**config.mk**
```make
export PLATFORM = sky130hd
export DESIGN_NAME = sld_led_top
export DESIGN_NICKNAME = d
export VERILOG_FILES = /design/src/common/sld_pkg.sv /design/src/hdl/sld_led_top.sv /design/src/hdl/sld_blink_gen.sv /design/src/hdl/sld_link_led.sv
export SDC_FILE = /design/constraint.sdc
export NUM_CORES = 1
export LEC_CHECK = 0
export ABC_CLOCK_PERIOD_IN_PS = 2140
export BUFFER_PORTS_ARGS = -buffer_cell sky130_fd_sc_hd__buf_2
export CAP_MARGIN = 15
export CORE_AREA = 2 2 108 121
export DETAILED_ROUTE_END_ITERATION = 10
export DIE_AREA = 0 0 110 123
export PLACE_DENSITY = 0.76
export SLEW_MARGIN = 20
export SYNTH_ARGS = -nofsm -noshare
export SYNTH_HDL_FRONTEND = slang
export SYNTH_SLANG_ARGS = --single-unit
```
**constraint.sdc**
```tcl
create_clock -name core_clk -period 2.14 [get_ports core_clk]
set_input_delay 0.107 -clock core_clk [delete_from_list [all_inputs] [get_ports core_clk]]
set_output_delay 0.107 -clock core_clk [all_outputs]
set_load 0.02 [all_outputs]
```
**src/common/sld_pkg.sv**
```systemverilog
// Shared constants and types of the link and host status LED driver.
package sld_pkg;

  localparam int unsigned LINK_COUNT = 4;

  // Core clock rate and blink timing.
  localparam int unsigned CLK_HZ = 10_000_000;
  localparam int unsigned SLOW_PERIOD_MS = 1000;
  localparam int unsigned FAST_PERIOD_MS = 200;
  localparam int unsigned ALIVE_TIMEOUT_US = 10;
  localparam int unsigned SLOW_PERIOD_CYC = SLOW_PERIOD_MS * (CLK_HZ / 1000);
  localparam int unsigned FAST_PERIOD_CYC = FAST_PERIOD_MS * (CLK_HZ / 1000);
  localparam int unsigned ALIVE_TIMEOUT_CYC = ALIVE_TIMEOUT_US * (CLK_HZ / 1_000_000);
  localparam int unsigned DIV_W = 24;
  localparam int unsigned ALIVE_W = 8;

  // Register byte offsets.
  localparam logic [7:0] REG_CTRL = 8'h00;
  localparam logic [7:0] REG_LINK_STATE = 8'h04;
  localparam logic [7:0] REG_PCIE_STATE = 8'h08;

  // Control register fields and reset value.
  localparam int unsigned CTRL_W = 3;
  localparam int unsigned CTRL_INIT_BIT = 0;
  localparam int unsigned CTRL_LAMP_BIT = 1;
  localparam int unsigned CTRL_DARK_BIT = 2;
  localparam logic [2:0] CTRL_RESET = 3'h0;

  // Link state register: one field per link.
  localparam int unsigned LINK_FIELD_W = 3;
  localparam int unsigned LINK_PRESENT_LSB = 16;

  // Host status register fields.
  localparam int unsigned PCIE_ALIVE_BIT = 0;
  localparam int unsigned PCIE_L0_BIT = 1;
  localparam int unsigned PCIE_GEN3_BIT = 2;
  localparam int unsigned PCIE_X8_BIT = 3;
  localparam int unsigned PCIE_RATE_LSB = 4;
  localparam int unsigned PCIE_LANES_LSB = 8;

  // Host link encodings.
  localparam logic [1:0] PCIE_RATE_GEN3 = 2'h2;
  localparam logic [3:0] PCIE_LANES_FULL = 4'h8;

  // Indicator state in order of precedence, highest first.
  typedef enum logic [2:0] {
    SLD_UNINIT,
    SLD_TEST,
    SLD_DETECT,
    SLD_NOCAM,
    SLD_XFER,
    SLD_TRIG,
    SLD_IDLE
  } sld_link_state_t;

endpackage

```
**src/hdl/sld_led_top.sv**
```systemverilog
// Top of the link and host status LED driver with its APB register slave.
//
// How it works
// - Every optical port has its own two-colour lamp driven from that link's own status.
// - Until the system is initialised each link lamp is steady orange.
// - An initialised link with no camera pulses red at the slow rate.
// - While camera detection runs the link lamp flashes orange at the fast rate.
// - A connected camera with no data moving gives steady green.
// - A connected camera waiting for a trigger gives slow orange pulses.
// - A connected camera moving image data gives fast green flashes.
// - While test packets are sent the lamp alternates slowly between green and orange.
// - Status lamp 0 blinks while the host reference clock is seen and goes dark otherwise.
// - Status lamp 1 is lit only while the host link is in its active L0 state.
// - Status lamp 2 is lit at the third-generation rate and dark at the first two.
// - Status lamp 3 is lit when all eight lanes are up and dark at one or four.
//
// The APB register port and the address map were decided locally.
`timescale 1ns/1ps
module sld_led_top
  import sld_pkg::*;
#(
  parameter int unsigned SLOW_PERIOD = SLOW_PERIOD_CYC,
  parameter int unsigned FAST_PERIOD = FAST_PERIOD_CYC
) (
  input wire logic core_clk,
  input wire logic srst,
  input wire logic psel,
  input wire logic penable,
  input wire logic pwrite,
  input wire logic [7:0] paddr,
  input wire logic [31:0] pwdata,
  input wire logic [3:0] pstrb,
  output logic [31:0] prdata,
  output logic pready,
  output logic pslverr,
  input wire logic sys_ready,
  input wire logic [LINK_COUNT-1:0] link_test_tx,
  input wire logic [LINK_COUNT-1:0] link_detecting,
  input wire logic [LINK_COUNT-1:0] link_cam_present,
  input wire logic [LINK_COUNT-1:0] link_xfer_active,
  input wire logic [LINK_COUNT-1:0] link_trig_wait,
  input wire logic pcie_clk_beat,
  input wire logic pcie_l0,
  input wire logic [1:0] pcie_rate,
  input wire logic [3:0] pcie_lanes,
  output logic [LINK_COUNT-1:0] link_led_red,
  output logic [LINK_COUNT-1:0] link_led_green,
  output logic [3:0] status_led
);

  // Control register.
  logic [CTRL_W-1:0] ctrl;
  logic sys_init;
  logic lamp_test;
  logic dark;

  // Sampled inputs, so every lamp decision in a cycle sees one snapshot.
  logic in_ready;
  logic [LINK_COUNT-1:0] in_test;
  logic [LINK_COUNT-1:0] in_detect;
  logic [LINK_COUNT-1:0] in_present;
  logic [LINK_COUNT-1:0] in_xfer;
  logic [LINK_COUNT-1:0] in_trig;
  logic in_beat;
  logic beat_prev;
  logic in_l0;
  logic [1:0] in_rate;
  logic [3:0] in_lanes;

  // Host clock watchdog and host link decodes.
  logic [ALIVE_W-1:0] alive_cnt;
  logic alive;
  logic gen3;
  logic full_width;

  // Blink timebases.
  logic slow_sq;
  logic slow_pulse;
  logic fast_sq;
  logic fast_pulse_unused;

  // Per-link and host state for readback.
  sld_link_state_t link_state [LINK_COUNT];
  logic [31:0] link_word;
  logic [31:0] pcie_word;

  // Bus decode.
  logic access;
  logic addr_ok;
  logic [31:0] rd_value;

  assign sys_init = in_ready & ctrl[CTRL_INIT_BIT];
  assign lamp_test = ctrl[CTRL_LAMP_BIT];
  assign dark = ctrl[CTRL_DARK_BIT];
  assign alive = alive_cnt != '0;
  assign gen3 = in_rate == PCIE_RATE_GEN3;
  assign full_width = in_lanes == PCIE_LANES_FULL;
  assign access = psel & penable;

  always_ff @(posedge core_clk) begin
    if (srst) begin
      in_ready <= 1'b0;
      in_test <= '0;
      in_detect <= '0;
      in_present <= '0;
      in_xfer <= '0;
      in_trig <= '0;
    end else begin
      in_ready <= sys_ready;
      in_test <= link_test_tx;
      in_detect <= link_detecting;
      in_present <= link_cam_present;
      in_xfer <= link_xfer_active;
      in_trig <= link_trig_wait;
    end
  end

  always_ff @(posedge core_clk) begin
    if (srst) begin
      in_beat <= 1'b0;
      beat_prev <= 1'b0;
      in_l0 <= 1'b0;
      in_rate <= 2'h0;
      in_lanes <= 4'h0;
    end else begin
      in_beat <= pcie_clk_beat;
      beat_prev <= in_beat;
      in_l0 <= pcie_l0;
      in_rate <= pcie_rate;
      in_lanes <= pcie_lanes;
    end
  end

  // The beat toggles from the host clock side; a missing edge for the
  // timeout means the host clock has stopped.
  always_ff @(posedge core_clk) begin
    if (srst) begin
      alive_cnt <= '0;
    end else if (in_beat != beat_prev) begin
      alive_cnt <= ALIVE_W'(ALIVE_TIMEOUT_CYC);
    end else if (alive) begin
      alive_cnt <= alive_cnt - 1'b1;
    end
  end

  sld_blink_gen #(
    .PERIOD(SLOW_PERIOD)
  ) u_slow (
    .core_clk(core_clk),
    .srst(srst),
    .sq(slow_sq),
    .pulse(slow_pulse)
  );

  sld_blink_gen #(
    .PERIOD(FAST_PERIOD)
  ) u_fast (
    .core_clk(core_clk),
    .srst(srst),
    .sq(fast_sq),
    .pulse(fast_pulse_unused)
  );

  for (genvar i = 0; i < LINK_COUNT; i++) begin : g_link
    sld_link_led u_led (
      .core_clk(core_clk),
      .srst(srst),
      .sys_init(sys_init),
      .test_tx(in_test[i]),
      .detecting(in_detect[i]),
      .cam_present(in_present[i]),
      .xfer_active(in_xfer[i]),
      .trig_wait(in_trig[i]),
      .slow_sq(slow_sq),
      .slow_pulse(slow_pulse),
      .fast_sq(fast_sq),
      .lamp_test(lamp_test),
      .dark(dark),
      .state(link_state[i]),
      .led_red(link_led_red[i]),
      .led_green(link_led_green[i])
    );
  end

  always_ff @(posedge core_clk) begin
    if (srst) begin
      status_led <= 4'h0;
    end else if (lamp_test) begin
      status_led <= 4'hF;
    end else if (dark) begin
      status_led <= 4'h0;
    end else begin
      status_led[0] <= alive & slow_sq;
      status_led[1] <= in_l0;
      status_led[2] <= gen3;
      status_led[3] <= full_width;
    end
  end

  always_comb begin
    link_word = '0;
    for (int i = 0; i < LINK_COUNT; i++) begin
      link_word[i*LINK_FIELD_W +: LINK_FIELD_W] = link_state[i];
    end
    link_word[LINK_PRESENT_LSB +: LINK_COUNT] = in_present;
  end

  always_comb begin
    pcie_word = '0;
    pcie_word[PCIE_ALIVE_BIT] = alive;
    pcie_word[PCIE_L0_BIT] = in_l0;
    pcie_word[PCIE_GEN3_BIT] = gen3;
    pcie_word[PCIE_X8_BIT] = full_width;
    pcie_word[PCIE_RATE_LSB +: 2] = in_rate;
    pcie_word[PCIE_LANES_LSB +: 4] = in_lanes;
  end

  // Status registers are read-only, so a write to them is an error.
  always_comb begin
    addr_ok = 1'b0;
    rd_value = '0;
    case (paddr)
      REG_CTRL: begin
        addr_ok = 1'b1;
        rd_value[CTRL_W-1:0] = ctrl;
      end
      REG_LINK_STATE: begin
        addr_ok = !pwrite;
        rd_value = link_word;
      end
      REG_PCIE_STATE: begin
        addr_ok = !pwrite;
        rd_value = pcie_word;
      end
      default: begin
        addr_ok = 1'b0;
        rd_value = '0;
      end
    endcase
  end

  // One wait state keeps prdata, pready and pslverr straight from flops.
  always_ff @(posedge core_clk) begin
    if (srst) begin
      pready <= 1'b0;
      pslverr <= 1'b0;
      prdata <= '0;
    end else if (access && !pready) begin
      pready <= 1'b1;
      pslverr <= !addr_ok;
      prdata <= (addr_ok && !pwrite) ? rd_value : 32'h0;
    end else begin
      pready <= 1'b0;
      pslverr <= 1'b0;
      prdata <= '0;
    end
  end

  always_ff @(posedge core_clk) begin
    if (srst) begin
      ctrl <= CTRL_RESET;
    end else if (access && pready && pwrite && paddr == REG_CTRL && pstrb[0]) begin
      ctrl <= pwdata[CTRL_W-1:0];
    end
  end

endmodule

```
**src/hdl/sld_blink_gen.sv**
```systemverilog
// Free-running blink timebase with a half-duty square and a short pulse.
`timescale 1ns/1ps
module sld_blink_gen
  import sld_pkg::*;
#(
  parameter int unsigned PERIOD = 16
) (
  input wire logic core_clk,
  input wire logic srst,
  output logic sq,
  output logic pulse
);

  logic [DIV_W-1:0] cnt;
  logic [DIV_W-1:0] next_cnt;

  always_comb begin
    if (cnt == DIV_W'(PERIOD - 1)) begin
      next_cnt = '0;
    end else begin
      next_cnt = cnt + 1'b1;
    end
  end

  always_ff @(posedge core_clk) begin
    if (srst) begin
      cnt <= '0;
    end else begin
      cnt <= next_cnt;
    end
  end

  // The pulse is a quarter-period on-time so it reads as a pulse, not a flash.
  always_ff @(posedge core_clk) begin
    if (srst) begin
      sq <= 1'b0;
      pulse <= 1'b0;
    end else begin
      sq <= next_cnt < DIV_W'(PERIOD / 2);
      pulse <= next_cnt < DIV_W'(PERIOD / 4);
    end
  end

endmodule

```
**src/hdl/sld_link_led.sv**
```systemverilog
// One bi-colour link indicator: state selection and colour drive.
`timescale 1ns/1ps
module sld_link_led
  import sld_pkg::*;
(
  input wire logic core_clk,
  input wire logic srst,
  input wire logic sys_init,
  input wire logic test_tx,
  input wire logic detecting,
  input wire logic cam_present,
  input wire logic xfer_active,
  input wire logic trig_wait,
  input wire logic slow_sq,
  input wire logic slow_pulse,
  input wire logic fast_sq,
  input wire logic lamp_test,
  input wire logic dark,
  output sld_link_state_t state,
  output logic led_red,
  output logic led_green
);

  sld_link_state_t next_state;
  logic next_red;
  logic next_green;

  always_comb begin
    if (!sys_init) begin
      next_state = SLD_UNINIT;
    end else if (test_tx) begin
      next_state = SLD_TEST;
    end else if (detecting) begin
      next_state = SLD_DETECT;
    end else if (!cam_present) begin
      next_state = SLD_NOCAM;
    end else if (xfer_active) begin
      next_state = SLD_XFER;
    end else if (trig_wait) begin
      next_state = SLD_TRIG;
    end else begin
      next_state = SLD_IDLE;
    end
  end

  // Orange is red and green lit together.
  always_comb begin
    case (next_state)
      SLD_UNINIT: begin
        next_red = 1'b1;
        next_green = 1'b1;
      end
      SLD_TEST: begin
        next_red = slow_sq;
        next_green = 1'b1;
      end
      SLD_DETECT: begin
        next_red = fast_sq;
        next_green = fast_sq;
      end
      SLD_NOCAM: begin
        next_red = slow_pulse;
        next_green = 1'b0;
      end
      SLD_XFER: begin
        next_red = 1'b0;
        next_green = fast_sq;
      end
      SLD_TRIG: begin
        next_red = slow_pulse;
        next_green = slow_pulse;
      end
      SLD_IDLE: begin
        next_red = 1'b0;
        next_green = 1'b1;
      end
      default: begin
        next_red = 1'b0;
        next_green = 1'b0;
      end
    endcase
  end

  // Lamp test overrides dark so a board check always sees every lamp.
  always_ff @(posedge core_clk) begin
    if (srst) begin
      state <= SLD_UNINIT;
      led_red <= 1'b1;
      led_green <= 1'b1;
    end else begin
      state <= next_state;
      led_red <= lamp_test | (!dark & next_red);
      led_green <= lamp_test | (!dark & next_green);
    end
  end

endmodule

```
== Yosys cells after proc, flatten, opt, wreduce, memory -nomap -nowiden ==
Index checks and enable logic that the tools add are counted.

* Register bits: 150
* Latch bits: 0
* Memory bits (writable): 0
* Bits in read-only memories: 0
* Bits of input ports: 78
* Output and inout bits: 46
* Word-level logic and storage cells: 168
* Memories: 0

* Add/subtract/negate cells: 3
* Multiply operators: 0
* Divide/modulo/power cells: 0
* Order comparisons: 3
* Eq/ne operators: 31
* Shift operators: 0
* Multiplexer cells: 42
* Bitwise logic cells: 21
* Reduce and logical (&&, ||, !) cells: 33

{| class="wikitable"
|+ Operator list
! cell !! count
|-
| two-way mux 3 bit || 20
|-
| adder 24 x 1 -> 24 bit, second input constant || 2
|-
| two-way mux 24 bit || 2
|-
| == test 3 bit, second input constant || 12
|-
| case mux 17 bit (2 select lines) || 1
|-
| == test 24 x 21 -> 1 bit, second input constant || 1
|-
| == test 24 bit, second input constant || 1
|-
| == test 3 x 2 -> 1 bit, second input constant || 8
|-
| less-than comparator 24 x 20 -> 1 bit, second input constant || 1
|-
| less-than comparator 24 x 22 -> 1 bit, second input constant || 1
|-
| less-than comparator 24 x 23 -> 1 bit, second input constant || 1
|-
| OR reduction 2 bit || 11
|-
| case mux 1 bit (4 select lines) || 4
|-
| OR reduction 3 bit || 5
|-
| two-way mux 7 bit || 2
|-
| == test 3 x 1 -> 1 bit, second input constant || 4
|-
| zero test 3 bit || 4
|-
| case mux 1 bit (3 select lines) || 4
|-
| bitwise AND 1 bit || 11
|-
| case mux 3 bit (3 select lines) || 1
|-
| == test 8 x 3 -> 1 bit, second input constant || 1
|-
| == test 8 x 4 -> 1 bit, second input constant || 1
|-
| zero test 8 bit || 1
|-
| two-way mux 2 bit || 4
|-
| other kinds (13) || 30
|}

== Longest topological paths before layout ==
Gate-level depths: netlist (run 1).

* Depth after elaboration: 11
* Gate-level depth with buffers: 9
* Depth with buffers taken out: 8

== Hierarchy ==
Synthesis (run 1) repeated with hierarchy kept, for this count alone.

* Cell total of the unflattened synthesis: 678
* Area, all modules: 6068.3 µm²

{| class="wikitable"
|+ Modules (own cells, without submodules)
! module !! instances !! cells each !! area each (µm²) !! seq. area each (µm²)
|-
| sld_led_top || 1 || 223 || 2249.7 || 1261.2
|-
| sld_blink_gen (u_slow) || 1 || 173 || 1447.6 || 520.5
|-
| sld_blink_gen (u_fast) || 1 || 174 || 1440.1 || 520.5
|-
| sld_link_led || 4 || 27 || 232.7 || 100.1
|}

== Worst setup path before layout (run 1) ==
OpenSTA, ideal clock, no wires.

* Path kind: flip-flop to flip-flop
* Start: reg u_slow.cnt[0]
* End: reg u_slow.sq
* Setup time: 0.074 ns
* Arrival: 2.168 ns
* Required time: 2.066 ns
* Path slack: -0.102 ns
* Cell stages (with the launch flop): 9
* Buffers on the path: 0
* Clock period less this slack: 2.242 ns
* Path through: dfxtp_1 -> ha_1 -> nand3_2 -> nor4_4 -> nand4_1 -> xor2_1 -> o21ai_0 -> a211o_1 -> a31oi_1

* Cells in the longest elaborated chain, start to end: 3
* Elaborated cells on any way between the ends: 4
* Those cells by class: 1 x add/sub; 1 x order compare; 1 x eq/ne; 1 x mux

{| class="wikitable"
|+ Ends and longest elaborated chain
! element !! RTL line !! text
|-
| start: declaration || sld_blink_gen.sv:14 || <nowiki>logic [DIV_W-1:0] cnt;</nowiki>
|-
| start signal: assignment || sld_blink_gen.sv:29 || <nowiki>cnt <= next_cnt;</nowiki>
|-
| adder 24 x 1 -> 24 bit / == test 24 bit (equally long branches) || sld_blink_gen.sv:21, sld_blink_gen.sv:18 ||
|-
| two-way mux 24 bit * || sld_blink_gen.sv:18 || <nowiki>if (cnt == DIV_W'(PERIOD - 1)) begin</nowiki>
|-
| less-than comparator 24 x 23 -> 1 bit * || sld_blink_gen.sv:39 || <nowiki>sq <= next_cnt < DIV_W'(PERIOD / 2);</nowiki>
|-
| end signal: assignment || sld_blink_gen.sv:39 ||
|-
| end: declaration || sld_blink_gen.sv:10 || <nowiki>output logic sq,</nowiki>
|}

Every way passes the cells marked *; elsewhere a longest branch is shown, timed or not.
A chain may end at the register's enable or synchronous reset.

== Worst setup path after layout (run 1) ==
* Start: reg u_fast.cnt[0]
* End: reg u_fast.sq

* Cells in the longest elaborated chain, start to end: 3
* Elaborated cells on any way between the ends: 4
* Those cells by class: 1 x add/sub; 1 x order compare; 1 x eq/ne; 1 x mux

{| class="wikitable"
|+ Ends and longest elaborated chain
! element !! RTL line
|-
| start: declaration || sld_blink_gen.sv:14
|-
| start signal: assignment || sld_blink_gen.sv:29
|-
| adder 24 x 1 -> 24 bit / == test 24 x 21 -> 1 bit (equally long branches) || sld_blink_gen.sv:21, sld_blink_gen.sv:18
|-
| two-way mux 24 bit * || sld_blink_gen.sv:18
|-
| less-than comparator 24 x 20 -> 1 bit * || sld_blink_gen.sv:39
|-
| end signal: assignment || sld_blink_gen.sv:39
|-
| end: declaration || sld_blink_gen.sv:10
|}

Marks and branches as above.

==> results of run 1 <==
[through the flow]
step | util, % | instance area (um^2) | instances | worst slack (ps)
6_report | 62.6 | 7710 | 1000 | 88.1
5_1_grt | 62.6 | 7710 | 1000 | -23.8
4_1_cts | 61.9 | 7620 | 997 | 10.2
3_5_place_dp | 54.2 | 6680 | 933 | 26.1
3_3_place_gp | 54.2 | 6680 | 933 | 82.0
2_1_floorplan | - | 6100 | 716 | 36.8
[cells by family (layout without fill, tap and decap cells)]
group	after synthesis	after routing	share of synthesized area [%]
XOR/XNOR	48	48	6.96
AND/OR/NAND/NOR	317	317	28.0
multiplexers	9	9	1.51
adder cells (fa/ha/maj)	4	4	0.787
flip-flops	134	134	44.4
other	1	16	0.0621
buffers and inverters	84	211	6.98
AO/OA/AOI/OAI	104	104	11.3
[Yosys cell counts (all sizes together), types with 3 or more instances]
master,n,area (um^2)
nand4,11,105
nand2b,12,75.1
a22oi,7,52.6
ha,3,37.5
nand3,24,143
a21oi,20,100
xor2,15,131
clkbuf,25,97.6
a211oi,4,30.0
buf,36,238
nor4,15,139
o21a,3,22.5
or2,7,43.8
o31ai,3,22.5
a221oi,3,26.3
o211ai,6,45.0
and3,6,37.5
nand3b,4,30.0
and4,5,43.8
a31oi,10,62.6
mux2i,8,80.1
xnor2,33,289
nor2,116,435
nor3,22,110
or3,8,50.1
nand2,34,128
dfxtp,134,2680
a211o,4,35.0
o21ai,26,130
nor4b,5,43.8
inv,23,86.3
nor2b,33,206
and2,10,62.6
[area by class of cell]
type / count / area [um^2]
Inverter: 23 / 86.3
Fill cell: 1018 / 4610
Multi-Input combinational cell: 498 / 3050
Clock inverter: 11 / 173
Timing Repair Buffer: 156 / 1060
Tap cell: 157 / 196
Sequential cell: 134 / 2690
Clock buffer: 21 / 450
[layout by cell type, fill, tap and decap left out, types with 12 or more instances in the layout]
| master | synthesis | layout |
|---|---|---|
| a21oi_1 | 20 | 20 |
| buf_2 | 7 | 75 |
| buf_4 | 25 | 49 |
| clkbuf_16 | 0 | 17 |
| conb_1 | 1 | 16 |
| dfxtp_1 | 134 | 129 |
| dlygate4sd3_1 | 0 | 32 |
| inv_1 | 23 | 23 |
| nand2_1 | 34 | 34 |
| nand2b_1 | 12 | 12 |
| nand3_1 | 21 | 20 |
| nor2_1 | 116 | 115 |
| nor2b_1 | 33 | 33 |
| nor3_1 | 22 | 21 |
| o21ai_0 | 26 | 24 |
| xnor2_1 | 33 | 33 |
| xor2_1 | 15 | 14 |
[where the power goes]
group	total (mW)	internal, mW	switching [mW]
sequential	2.72	2.61	0.106
combinational	0.642	0.293	0.349
clock	3.06	1.99	1.08
[timing repair]
| item | CTS | global route |
|---|---|---|
| setup endpoints to repair | 0 | 31 |
| endpoints found under the hold margin | 32 | 0 |
| setup buffers | 0 | 3 |
| gates resized for setup | 0 | 19 |
| hold buffers | 32 | 0 |
[registers in the layout, indices dropped and copies added (netlist names), 2 cells and up]
signal                  cells
u_fast.cnt                 24
u_slow.cnt                 24
prdata                     16
g_link.u_led.state         12
alive_cnt                   8
g_link.u_led.led_green      4
g_link.u_led.led_red        4
in_detect                   4
in_lanes                    4
in_present                  4
in_test                     4
in_trig                     4
in_xfer                     4
status_led                  4
ctrl                        3
in_rate                     2
[routing by layer]
layer,up-vias,track usage [%],wire (um)
met5,-,0,0
met1,2475,24.1,5940
li1,2616,-,-
met3,22,6.06,740
met2,144,36.5,7280
met4,0,6.80,218
[critical path, stage by stage (launching register included)]
cell and delay (ps):
dfxtp_1 340, ha_1 190, nand3_1 100, or2_1 360, or3_1 400, nor3_1 200
xnor2_1 180, o2111a_1 220
[path summary, 6_finish.rpt]
path,startpoint,end,slack [ps]
max,u_fast.cnt[0]$_SDFF_PP0_,u_fast.sq$_SDFF_PP0_,90
min reg2reg,g_link[2].u_led.state[1]$_SDFF_PP0_,prdata[7]$_SDFF_PP0_,430
max reg2reg,u_fast.cnt[0]$_SDFF_PP0_,u_fast.sq$_SDFF_PP0_,90
min,srst,pslverr$_SDFF_PP0_,50
==> impl_metrics.yaml, run 1 <==
run_status:
  run_status: "complete, no violations"
synth:
  post_synth_instance_area_um2: 6040
  netlist-cell-type-count: 61
  synth_enable_flop_cells: 0
  ys_seq_area_share_pct: 44.4
  synthesis.area_per_instance_um2: 8.62
  ys_ff_latch: 134
  yosys_warnings: 0
  async_flop_share_pct: 0
  synthCells: 701
  dominantRegCellSynth: "dfxtp_1"
hold_path:
  min_path_cells: 3
  holdCritPathClass: "in -> reg"
sta:
  period_minus_slack_ps: 2050
  tightest_slew_ps: 587
  finalSetupTns_ps: 0
  max-slew-margin-rel_pct: 60.9
  worst_hold_slack_ps: 50.3
  hold_violations: 0
  slew_viol_final: 0
  fin_worst_skew_ps: 4.93
  fin_crit_sh_pct: 95.9
  fmaxAchievable_ghz: 0.487
  final-setup-viol-count: 0
global_route:
  antenna_found_initial: 0
  globalRoute.totalOverflow: 0
  grt_first_pass_wirelength_mm: 22.0
  first_global_vias: 4878
  grt_use_total_pct: 20.8
  largest_net_degree_at_the_start_of_global_routing: 52
floorplan:
  floorplan.rows: 43
  die_span_in_x_um: 110
  die_y_um: 123
  num_io_pins: 124
  floorplan.initialDensity_pct: 49.0
  core-area_um2: 12300
  design.die.area_um2: 13500
drt:
  via_count: 5257
  drt_iter0_markers: 433
  ant_nets: 0
  avgRoutedWirePerCell_um: 14.2
  detailed_route_wire_length_mm: 14.2
  detailed_router_iteration_count_before_antenna_repair: 5
  route.detailed.vias_per_inst: 5.26
  drc: 0
final_layout:
  num-nets-final: 911
  share_of_layout_cells_above_drive_strength_1_pct: 21.7
  antennaDiodeCount: 0
  area_delta_synth_final_pct: 27.6
critical_path:
  crit_path_max_fanout: 8
  cp-end-kind: "flop"
  worstPathArrival_ps: 2410
  data_required_time_of_the_worst_path_ps: 2500
  worst_r2r_path_depth: 7
  worstSetupStartpointType: "flop"
  timing_worst_setup_path_type: "reg -> reg"
place:
  placement.io_buffers: 75
  gp_congestion: 0.915
  hpwl_mm: 9.67
cts:
  clock_tree.root_cell: "clkbuf_16"
  cts_tree: "done"
  clockBufferDepth: 2
  cts.clk_slew.worst_paths_ps: 60
  cts_made_buffers: 17
  htreeDepth: 4
  insertion_delay_ps: 420
  cts_num_sinks: 134
job:
  cap_violations: 0
power:
  cellPowerDensity_nw_per_um2: 833
  total_power_mw: 6.42
  p_leak_nw: 3.06
  vdd.ir_drop.worst_uv: 761
(Power assumes the default switching activity.)
==> run 2: changes to the inputs <==
- CELL_PAD_IN_SITES_DETAIL_PLACEMENT: unset -> 1
- CELL_PAD_IN_SITES_GLOBAL_PLACEMENT: unset -> 1
- CORE_AREA: 2 2 108 121 -> 2 2 125 140
- DIE_AREA: 0 0 110 123 -> 0 0 127 142
- PLACE_DENSITY: 0.76 -> unset
- PLACE_DENSITY_LB_ADDON: unset -> 0.1
- SLEW_MARGIN: 20 -> unset
==> impl_metrics.yaml, run 2 (same netlist as run 1, synthesis figures left out) <==
cts:
  insertion_delay_ps: 420
  cts_tree: "done"
  htreeDepth: 4
  clockBufferDepth: 2
  cts_made_buffers: 17
  cts_num_sinks: 134
  clock_tree.root_cell: "clkbuf_16"
  cts.clk_slew.worst_paths_ps: 60
place:
  detailedPlace.worstSlack_ps: -48.9
  gp_congestion: 0.850
  hpwl_mm: 11.7
  placement.io_buffers: 75
final_layout:
  final_cell_mix: "127 x dfxtp_1, 115 x nor2_1, 75 x buf_2"
  antennaDiodeCount: 0
  multi_input_comb_area_um2: 3100
  layout.cells.most_common: "dfxtp_1"
  share_of_layout_cells_above_drive_strength_1_pct: 23.9
  reg_top3: "u_fast.cnt: 24 flops, u_slow.cnt: 24 flops, prdata: 16 flops"
  area_delta_synth_final_pct: 32.3
  n_fill_cell: 1953
  layout.area.seq_um2: 2700
  num-nets-final: 924
critical_path:
  worstSetupStartpointType: "flop"
  worst_r2r_path_depth: 8
  worstPathArrival_ps: 2400
  cp-end-kind: "flop"
  max_stage_delay_ps: 400
  data_required_time_of_the_worst_path_ps: 2480
  timing_worst_setup_path_type: "reg -> reg"
  crit_path_max_fanout: 7
  critical_path.cell_chain: "nand4_4, nor4_4, buf_4, nand3_1, xor2_1, o21ai_1, a211o_1, a31oi_1"
  critPathSlowestCell: "dfxtp_4"
  startpoint: "u_slow.cnt[2]$_SDFF_PP0_"
  worst-r2r-setup-slack_ps: 80
  r2r-start: "u_slow.cnt[2]$_SDFF_PP0_"
  timing.rr.end: "u_slow.sq$_SDFF_PP0_"
sta:
  period_minus_slack_ps: 2060
  worst_hold_slack_ps: 62.9
  slew_viol_final: 0
  fin_worst_skew_ps: 8.57
  finalSetupTns_ps: 0
  fin_crit_sh_pct: 96.2
  postLayoutSetupSlackWorst_ps: 81.6
  hold_violations: 0
  fmaxAchievable_ghz: 0.486
  rsz0062_at_grt: "yes"
  final-setup-viol-count: 0
drt:
  route.detailed.vias_per_inst: 4.97
  drt_iter0_markers: 221
  avgRoutedWirePerCell_um: 15.5
  drc: 0
  ant_nets: 0
  detailed_route_wire_length_mm: 16.5
  via_count: 5284
  detailed_router_iteration_count_before_antenna_repair: 4
floorplan:
  floorplan.rows: 50
  die_y_um: 142
  design.die.area_um2: 18000
  floorplan.initialDensity_pct: 36.3
  die_span_in_x_um: 127
  num_io_pins: 124
  core-area_um2: 16600
hold_path:
  holdCritPathClass: "in -> reg"
  min_path_cells: 5
  min_from: "paddr[0]"
  hold-path-endpoint: "pslverr$_SDFF_PP0_"
power:
  p_leak_nw: 3.17
  power.share.switching_pct: 24.0
  seq_power_share_pct: 40.5
  power.share.combinational_pct: 9.8
  internal_power_mw: 5.11
  power_frac_clock_pct: 49.7
  cellPowerDensity_nw_per_um2: 841
  vdd.ir_drop.worst_uv: 553
  power_switching_mw: 1.61
global_route:
  grt_use_total_pct: 18.9
  largest_net_degree_at_the_start_of_global_routing: 78
  first_global_vias: 5657
  grt_first_pass_wirelength_mm: 27.2
  globalRoute.totalOverflow: 0
  antenna_found_initial: 0
job:
  cap_violations: 0
run_status:
  run_status: "complete, no violations"
[run 2: through the flow]
step                      instance area, um^2  instances  power, mW  utilization [%]
final                                    7990       1064       6.72             48.0
after global placement                   6820        993       3.34             41.0
after global routing                     7990       1064       7.01             48.0
after CTS                                7840       1057       6.80             47.1
after detailed placement                 6820        993       3.39             41.0
after floorplan                          6100        716       3.22                -
[run 2: critical path, delay by kind of cell, from the launching register on]
kind,cells,cell delay [ps]
xor+xnor,1,230
flops,1,400
compound gates,3,570
buf+inv,1,190
simple gates,3,600
[run 2: timing repair]
action | CTS | global route
pin swaps | 0 | 4
hold endpoints to repair | 32 | 0
hold buffers | 32 | 0
buffers inserted | 0 | 7
resized for setup | 7 | 25
setup endpoints to repair | 4 | 19
[run 2: area by class of cell]
type	instances	share of cell area (%)
Sequential cell	134	33.8
Timing Repair Buffer	169	14.7
Inverter	23	1.08
Clock buffer	18	5.37
Multi-Input combinational cell	498	38.7
Tap cell	208	3.26
Clock inverter	14	3.07
[run 2: power groups by stage]
stage | logic [mW] | registers (mW) | clock network [mW]
2_1_floorplan | 0.469 | 2.75 | 0
3_3_place_gp | 0.574 | 2.76 | 0
3_5_place_dp | 0.613 | 2.77 | 0
4_1_cts | 0.666 | 2.72 | 3.41
5_1_grt | 0.749 | 2.74 | 3.53
6_report | 0.657 | 2.72 | 3.34
[run 2: how the worst max path moves through the flow]
| stage | to | slack [ps] |
|---|---|---|
| final | u_slow.sq$_SDFF_PP0_ | 80 |
| after global routing | u_slow.pulse$_SDFF_PP0_ | -80 |
| after CTS | u_slow.sq$_SDFF_PP0_ | 2 |
| after detailed placement | u_fast.sq$_SDFF_PP0_ | -50 |
| after global placement | u_slow.sq$_SDFF_PP0_ | 30 |
| after floorplan | u_slow.sq$_SDFF_PP0_ | 40 |
[run 2: layer usage]
metal | vias up | global-route usage (%) | wire [um]
met2 | 99 | 35.2 | 8590
met5 | - | 0 | 0
met4 | 0 | 7.40 | 390
li1 | 2636 | - | -
met3 | 25 | 4.36 | 596
met1 | 2524 | 20.8 | 6930
